<file path="config.mk">
export PLATFORM = sky130hd
export DESIGN_NAME = soft_reset_control
export DESIGN_NICKNAME = d
export VERILOG_FILES = /design/src/design/soft_reset_control_pkg.sv /design/src/design/soft_reset_control.sv
export VERILOG_INCLUDE_DIRS = /design/src /design/src/design
export SDC_FILE = /design/constraint.sdc
export NUM_CORES = 1
export LEC_CHECK = 0
export BUFFER_PORTS_ARGS = -buffer_cell sky130_fd_sc_hd__buf_2
export CORE_AREA = 10 10 104 106
export CTS_CLUSTER_DIAMETER = 50
export DETAILED_ROUTE_END_ITERATION = 8
export DIE_AREA = 0 0 114 116
export GPL_ROUTABILITY_DRIVEN = 0
export PLACE_DENSITY = 0.63
export SLEW_MARGIN = 20
export SYNTH_ARGS = -nofsm -noshare
export SYNTH_HDL_FRONTEND = slang
export SYNTH_SLANG_ARGS = --single-unit
</file>
<file path="constraint.sdc">
create_clock -name clk_sys -period 4.2 [get_ports clk_sys]
set_clock_uncertainty 0.05 [all_clocks]
set_input_delay 0.42 -clock clk_sys [delete_from_list [all_inputs] [get_ports clk_sys]]
set_output_delay 0.42 -clock clk_sys [all_outputs]
set_load 0.05 [all_outputs]
</file>
<file path="src/design/soft_reset_control_regs.svh">
// Offsets, field positions, reset values and timing counts of the soft reset block.
// Assumes a 100 MHz system clock and a plain address/strobe register port.
`ifndef SOFT_RESET_CONTROL_REGS_SVH
`define SOFT_RESET_CONTROL_REGS_SVH

`define SOFTWARE_RESET_CONTROL_OFFSET 12'h1f8
`define CORE_RESET_BIT 0
`define PORT_ONE_XCVR_RESET_BIT 1
`define PORT_TWO_XCVR_RESET_BIT 2
`define SOFTWARE_RESET_CONTROL_RESET 32'h0000_0000
`define CLK_PERIOD_NS 10
`define XCVR_RESET_HOLD_US 102
`define XCVR_RESET_HOLD_CYCLES ((`XCVR_RESET_HOLD_US * 1000 + `CLK_PERIOD_NS - 1) / `CLK_PERIOD_NS)
`define CORE_RESET_HOLD_CYCLES 16

`endif

</file>
<file path="src/design/soft_reset_control_pkg.sv">
// Types shared by the soft reset block.
// Assumes the constants header is included where offsets are needed.
package soft_reset_control_pkg;

    typedef struct packed {
        logic [11:0] addr;
        logic [31:0] wdata;
        logic wr;
        logic rd;
    } reg_req_t;

    typedef enum logic [1:0] {
        CORE_IDLE = 2'b00,
        CORE_HOLD = 2'b01,
        CORE_LOAD = 2'b11
    } core_state_t;

endpackage

</file>
<file path="src/design/soft_reset_control.sv">
// Soft reset control: self-clearing transceiver and core reset bits with timed holds.
// Assumes host strobes are one cycle, synchronous to clk_sys, and the loader reports done.
//
// Decided for this implementation: the strobed register port and the placing of the registers.
`timescale 1ns/1ps
`include "soft_reset_control_regs.svh"

module xcvr_reset_timer (
    input wire logic clk_sys,
    input wire logic nrst,
    input wire logic start,
    output logic busy
);
    localparam logic [13:0] HOLD = 14'(`XCVR_RESET_HOLD_CYCLES);
    logic [13:0] count_reg;
    logic [13:0] count_next;
    logic busy_reg;
    logic busy_next;

    always_comb begin
        count_next = count_reg;
        busy_next = busy_reg;
        if (!busy_reg && start) begin
            busy_next = 1'b1;
            count_next = HOLD - 14'h0001;
        end else if (busy_reg) begin
            if (count_reg == 14'h0000) begin
                busy_next = 1'b0;
            end else begin
                count_next = count_reg - 14'h0001;
            end
        end
    end

    always_ff @(posedge clk_sys or negedge nrst) begin
        if (!nrst) begin
            count_reg <= 14'h0000;
            busy_reg <= 1'b0;
        end else begin
            count_reg <= count_next;
            busy_reg <= busy_next;
        end
    end

    assign busy = busy_reg;

    // Cycles actually spent in reset, for the minimum hold check
    logic [13:0] held_reg;
    logic [13:0] held_next;

    always_comb begin
        held_next = 14'h0000;
        if (busy_reg && held_reg != 14'h3fff) begin
            held_next = held_reg + 14'h0001;
        end
    end

    always_ff @(posedge clk_sys or negedge nrst) begin
        if (!nrst) begin
            held_reg <= 14'h0000;
        end else begin
            held_reg <= held_next;
        end
    end
endmodule

////////////////////////////////////////////////////////////////////////////////

module soft_reset_control (
    input wire logic clk_sys,
    input wire logic nrst,
    input soft_reset_control_pkg::reg_req_t host_req,
    input wire logic loader_wr,
    input wire logic [11:0] loader_addr,
    input wire logic [31:0] loader_wdata,
    input wire logic loader_busy,
    output logic [31:0] rdata,
    output logic port_one_xcvr_reset,
    output logic port_two_xcvr_reset,
    output logic core_reset_n,
    output logic exempt_keep,
    output logic cfg_cmd_abort,
    output logic cfg_reload_start,
    output logic ready
);
    import soft_reset_control_pkg::*;

    localparam logic [7:0] CORE_HOLD_LAST = 8'(`CORE_RESET_HOLD_CYCLES - 1);

    logic host_hit;
    logic wr_one;
    logic wr_two;
    logic wr_core;
    logic one_busy;
    logic two_busy;
    core_state_t core_reg;
    core_state_t core_next;
    logic [7:0] core_cnt_reg;
    logic [7:0] core_cnt_next;
    logic [31:0] rdata_reg;
    logic [31:0] rdata_next;
    logic [31:0] ctl_view;

    ////////////////////////////////////////////////////////////////////////////
    // Host write decode; loader writes never reach these bits
    assign host_hit = host_req.wr && (host_req.addr == `SOFTWARE_RESET_CONTROL_OFFSET);
    assign wr_one = host_hit && host_req.wdata[`PORT_ONE_XCVR_RESET_BIT];
    assign wr_two = host_hit && host_req.wdata[`PORT_TWO_XCVR_RESET_BIT];
    assign wr_core = host_hit && host_req.wdata[`CORE_RESET_BIT] && (core_reg == CORE_IDLE);

    // Transceiver timers ignore start while busy
    xcvr_reset_timer u_port_one (
        .clk_sys(clk_sys),
        .nrst(nrst),
        .start(wr_one),
        .busy(one_busy)
    );

    xcvr_reset_timer u_port_two (
        .clk_sys(clk_sys),
        .nrst(nrst),
        .start(wr_two),
        .busy(two_busy)
    );

    assign port_one_xcvr_reset = one_busy;
    assign port_two_xcvr_reset = two_busy;

    ////////////////////////////////////////////////////////////////////////////
    // Core reset sequencer: hold, then configuration reload
    always_comb begin
        core_next = core_reg;
        core_cnt_next = core_cnt_reg;
        case (core_reg)
            CORE_IDLE: begin
                if (wr_core) begin
                    core_next = CORE_HOLD;
                    core_cnt_next = 8'h00;
                end
            end
            CORE_HOLD: begin
                if (core_cnt_reg == CORE_HOLD_LAST) begin
                    core_next = CORE_LOAD;
                end else begin
                    core_cnt_next = core_cnt_reg + 8'h01;
                end
            end
            CORE_LOAD: begin
                if (!loader_busy) begin
                    core_next = CORE_IDLE;
                end
            end
            default: begin
                core_next = CORE_IDLE;
            end
        endcase
    end

    always_ff @(posedge clk_sys or negedge nrst) begin
        if (!nrst) begin
            core_reg <= CORE_IDLE;
            core_cnt_reg <= 8'h00;
        end else begin
            core_reg <= core_next;
            core_cnt_reg <= core_cnt_next;
        end
    end

    // Core domain reset excludes transceivers and clock multiplier
    assign core_reset_n = (core_reg != CORE_HOLD);
    assign exempt_keep = (core_reg == CORE_HOLD);
    assign cfg_cmd_abort = (core_reg == CORE_HOLD);
    assign cfg_reload_start = (core_reg == CORE_HOLD) && (core_cnt_reg == CORE_HOLD_LAST);
    assign ready = (core_reg == CORE_IDLE);

    ////////////////////////////////////////////////////////////////////////////
    // Read path, always served regardless of core state
    always_comb begin
        ctl_view = 32'h0000_0000;
        ctl_view[`CORE_RESET_BIT] = (core_reg != CORE_IDLE);
        ctl_view[`PORT_ONE_XCVR_RESET_BIT] = one_busy;
        ctl_view[`PORT_TWO_XCVR_RESET_BIT] = two_busy;
        rdata_next = 32'h0000_0000;
        if (host_req.rd && (host_req.addr == `SOFTWARE_RESET_CONTROL_OFFSET)) begin
            rdata_next = ctl_view;
        end
    end

    always_ff @(posedge clk_sys or negedge nrst) begin
        if (!nrst) begin
            rdata_reg <= `SOFTWARE_RESET_CONTROL_RESET;
        end else begin
            rdata_reg <= rdata_next;
        end
    end

    assign rdata = rdata_reg;
endmodule

</file>
Word-level counts from Yosys, hierarchy flattened
Index checks and enable logic that the tools add are counted.

cells by class
  $add $sub $neg = 3
  $mul = 0
  div/mod/pow operators = 0
  order comparisons = 0
  equal/unequal tests = 11
  shift operators = 0
  multiplexer cells = 20
  bitwise logic cells = 0
  reductions and logical operators = 22

operators by type and width
  cell                                                                      number
  14-bit two-way mux                                                        6
  14-bit logical NOT                                                        2
  14-bit by 1-bit subtractor with 14-bit output (second input constant)     2
  8-bit two-way mux                                                         2
  8-bit case mux with 2 select lines                                        1
  12-bit by 9-bit equality test with 1-bit output (second input constant)   1
  2-bit by 1-bit inequality test with 1-bit output (second input constant)  5
  1-bit logical AND                                                         9
  8-bit by 1-bit adder with 8-bit output (second input constant)            1
  8-bit by 4-bit equality test with 1-bit output (second input constant)    1
  2-bit nonzero test                                                        4
  1-bit two-way mux                                                         6
  2-bit two-way mux                                                         3
  2-bit case mux with 3 select lines                                        1
  3-bit AND reduction                                                       2
  2-bit inequality test (second input constant)                             2
  2-bit AND reduction                                                       2
  3-bit two-way mux                                                         1
  2-bit by 1-bit equality test with 1-bit output (second input constant)    1
  2-bit equality test (second input constant)                               1
  1-bit logical NOT                                                         2
  2-bit logical NOT                                                         1

storage, ports and cells
  bits in registers = 72
  latch bits = 0
  bits in writable memories = 0
  memory bits (read-only) = 0
  input bits = 94
  output and inout bits = 39
  logic and storage cells = 63
  memories = 0

Longest topological paths before layout
  depth in word-level cells = 6
  depth in mapped cells = 7
  gate-level depth less buffers = 6

Cells and area by module
From an unflattened synthesis, not the netlist that was laid out.

unflattened totals
  cell total of the unflattened synthesis = 273
  area total of the unflattened synthesis = 2571.2 um2

by module, submodules not included
  module              times used  cells each  area an instance (um2)  seq. area each (um2)
  xcvr_reset_timer    2           85          834.6                   375.4
  soft_reset_control  1           103         902.1                   325.3

Worst setup path before layout
No wires, ideal clock.

  path kind = register to register
  start = reg u_port_one.busy_reg (netlist: u_port_one.busy)
  end = reg u_port_one.count_reg[9]
  library setup time = 132 ps
  arrival = 2203 ps
  data required time = 4018 ps
  slack = 1815 ps
  cell stages (with the launch flop) = 6
  path buffers = 1
  period minus slack after synthesis = 2385 ps
  cells stage by stage = dfrtp_1 > clkbuf_2 > or3b_2 > or4_1 > o21ai_0 > or3b_1

on the way
  cells in the longest elaborated chain, start to end = 4
  elaborated cells between the ends (all ways) = 6
  those cells by class = eq/ne (1); mux (1); reduce/logical (4)

RTL lines
  what                                                                                              RTL line                  source
  start, declared                                                                                   soft_reset_control.sv:17  logic busy_reg;
  start signal, assigned                                                                            soft_reset_control.sv:41  busy_reg <= busy_next;
  1-bit logical NOT                                                                                 soft_reset_control.sv:23  if (!busy_reg && start) begin
  1-bit logical AND                                                                                 soft_reset_control.sv:23
  2-bit by 1-bit inequality test with 1-bit output (no line) or 2-bit nonzero test (tied branches)  -
  2-bit AND reduction (no line)                                                                     -
  end signal, assigned                                                                              soft_reset_control.sv:40  count_reg <= count_next;
  end, declared                                                                                     soft_reset_control.sv:15  logic [13:0] count_reg;

Several ways; a longest one is shown, not always the timed one.
A chain may end at the register's enable or synchronous reset.

Final worst setup path
  start = reg u_port_one.count_reg[6]
  end = reg u_port_one.count_reg[4]

on the way
  cells in the longest elaborated chain, start to end = 3

RTL lines
  what                                                        RTL line                  source
  14-bit logical NOT                                          soft_reset_control.sv:27  if (count_reg == 14'h0000) begin
  2-bit by 1-bit inequality test with 1-bit output (no line)  -
  2-bit AND reduction (no line)                               -

No other way between the ends.

==> flow_summary.toml <==
[setup_path]
cp_cell_sequence = "nor4_1 > nand4_1 > and3_1 > o21ai_0"
timing_worst_setup_path_type = "flop to flop"
cp_max_fo = 13
critical_path.startpoint_type = "flop"
arrival_ns = 2.56
cp-end-kind = "flop"
crit_buf_inv = 0
crit_family = "simple AND/OR/NAND/NOR gates"
slowest_delay_ns = 0.68
required_ns = 4.36
critical_path.slowest_cell = "nor4_1"

[clocking]
root_buffer = "clkbuf_8"
cts_sinks = 43
cts.path.max_buffers = 2
cts_tree = "built"
cts_setup_buffers = 0
ctsResizeCount = 0
clk_latency_ns = 0.29
postCtsHoldBufs = 0
clk_pin_slew_ns = 0.08
ctsHtreeMaxLevel = 2
cts_buffers = 5

[die]
die_h_um = 116
die_w_um = 114
coreArea_mm2 = 0.00868
die-area_mm2 = 0.0132
boundaryPins = 133
rows = 34
initial_core_util = 0.298

[timing]
min_period_ns = 2.40
max_clock_freq_ghz = 0.416
worst_slew_pin_slew_ns = 0.739
slew_headroom = 0.503
final-setup-viol-count = 0
slew_viol_final = 0
hold_violations = 0
fin_tns_setup_ns = 0
rsz0062_at_grt = "no"
min_period_over_period = 0.572
worst_slack_ns = 1.80

[grt]
grt_usage = 0.0888
grt_max_degree = 44
grt_pass1_vias = 2019
antenna_found_initial = 1
grt_pass1_wl_um = 9760
grt_overflow = 0

[synth]
yosysWarningCount = 0
async_flop_share = 1.00
syn_area_mm2 = 0.00259
yosys-top-cells-area = "dfrtp_1 42%, buf_4 8.7%, mux2i_1 3.9%, nor2_1 3.3%, nand2_1 2.8%"
postSynthCellCount = 281
synth_area_per_cell_um2 = 9.22
synth_edf_count = 0
synth_commonest_cells = "43 x dfrtp_1, 30 x buf_4, 23 x nor2_1, 19 x nand2_1, 14 x o21ai_0"
yosysMostFrequentCell = "dfrtp_1"
ys.flop_type = "dfrtp_1"
yosysTopAreaCellShare = 0.415
synth_seq_area_share = 0.415
ys_types = 48
yosys.area.top_type = "dfrtp_1"
synth-seq-cells = 43

[finish]
final_util = 0.329
fillers = 931
fin_nets = 408
design_area_mm2 = 0.00286
drive_above_1_share = 0.176
multi_input_comb_area_mm2 = 0.00132
seqCellArea_mm2 = 0.00108
area_delta_synth_final_pct = 10.2

[drt]
dr.pass1.iters = 4
drtIter0Drc = 165
wl_um = 5860
via_per_inst = 5.01
drc = 0
ant_nets = 0
vias = 2108
wl_per_cell_um = 13.9

[placed_design]
dpl.hpwl_um = 4520
io_buffer_count = 29
placed_cell_area_mm2 = 0.00274
place_ws_ns = 1.82

[min_path]
hold_class = "input pin to asynchronous set/reset pin"

[run]
drv_cap = 0

[power_and_ir_drop]
total_power_mw = 0.763
power.density_mw_per_mm2 = 267
p_leak_nw = 1.25
p_int_mw = 0.545
comb_power_share = 0.114
ir_drop_mv = 0.115
switching_share = 0.285
p_clk_frac = 0.337
p_seq_frac = 0.549
p_switching_mw = 0.218

[status]
status = "completed"
==> stage by stage <==
stage	hold slack [ns]	instances
global route	0.0654	420
detailed placement	0.446	411
CTS	0.261	419
global placement	0.431	411
finish	0.0370	421
floorplan	0.0744	309
==> power by group through the flow <==
stage               Clock [mW]  Sequential, mW  Combinational, mW
CTS                      0.266           0.419             0.0835
floorplan                    0           0.427             0.0836
finish                   0.257           0.419             0.0870
global route             0.286           0.419             0.0932
detailed placement           0           0.427             0.0834
global placement             0           0.427             0.0828
==> layer usage <==
layer,GRT usage,up-vias,part of all wire
li1,-,1035,-
met1,0.106,1012,0.45
met2,0.142,57,0.45
met3,0.0367,4,0.089
met4,0.0292,0,0.010
met5,0,-,0
==> kinds of logic after synthesis <==
| group | count (synthesis) | synth area share |
|---|---|---|
| AOI/OAI and AO/OA | 43 | 0.111 |
| adders and majority gates | 3 | 0.0145 |
| buffers and inverters | 48 | 0.114 |
| DFF | 43 | 0.415 |
| muxes | 11 | 0.0430 |
| other | 1 | 0.00145 |
| and+or+nand+nor | 132 | 0.301 |
==> area by class of cell <==
class                   instances  share of cell area
diodes                          1            0.000876
clock buffers                   6              0.0254
clock inverters                 2             0.00438
inverters                      10              0.0131
multi-input cells             218               0.464
flip-flops and latches         43               0.377
well taps                     108              0.0473
repair buffers                 33              0.0684
==> path summary, 6_finish.rpt <==
kind,startpoint,endpoint,slack (ns),cells after the start
worst max-delay path,u_port_one.count_reg[6]$_DFFE_PN0P_,u_port_one.count_reg[4]$_DFFE_PN0P_,1.80,4
worst min-delay path,nrst,core_cnt_reg[3]$_DFFE_PN0P_,0.04,1
worst max register to register,u_port_one.count_reg[6]$_DFFE_PN0P_,u_port_one.count_reg[4]$_DFFE_PN0P_,1.80,4
worst min register to register,u_port_two.count_reg[1]$_DFFE_PN0P_,u_port_two.count_reg[1]$_DFFE_PN0P_,0.46,1
max in group asynchronous,nrst,u_port_two.count_reg[0]$_DFFE_PN0P_,3.58,2
min in group clk_sys,loader_busy,core_reg[0]$_DFFE_PN0P_,0.31,3
==> cell usage in the layout, fill, tap and decap left out, drive strengths merged, types with 2 or more instances in the layout <==
master,netlist,final
a211o,2,2
a21oi,10,10
a31o,4,4
a32o,3,3
and2,4,4
and3,8,8
and3b,2,2
and4,7,7
buf,31,33
clkbuf,7,6
conb,1,29
dfrtp,43,43
ha,3,3
inv,10,10
mux2i,10,10
nand2,19,19
nand2b,2,2
nand3,7,7
nand3b,3,3
nand4,7,7
nand4b,2,2
nor2,23,23
nor3,10,10
nor3b,2,2
nor4,7,7
nor4b,3,3
o21ai,14,14
o31ai,3,3
or2,4,4
or3,7,7
or3b,5,5
or4,6,6
or4b,2,2
No activity file was read; power rests on OpenSTA's default activity.
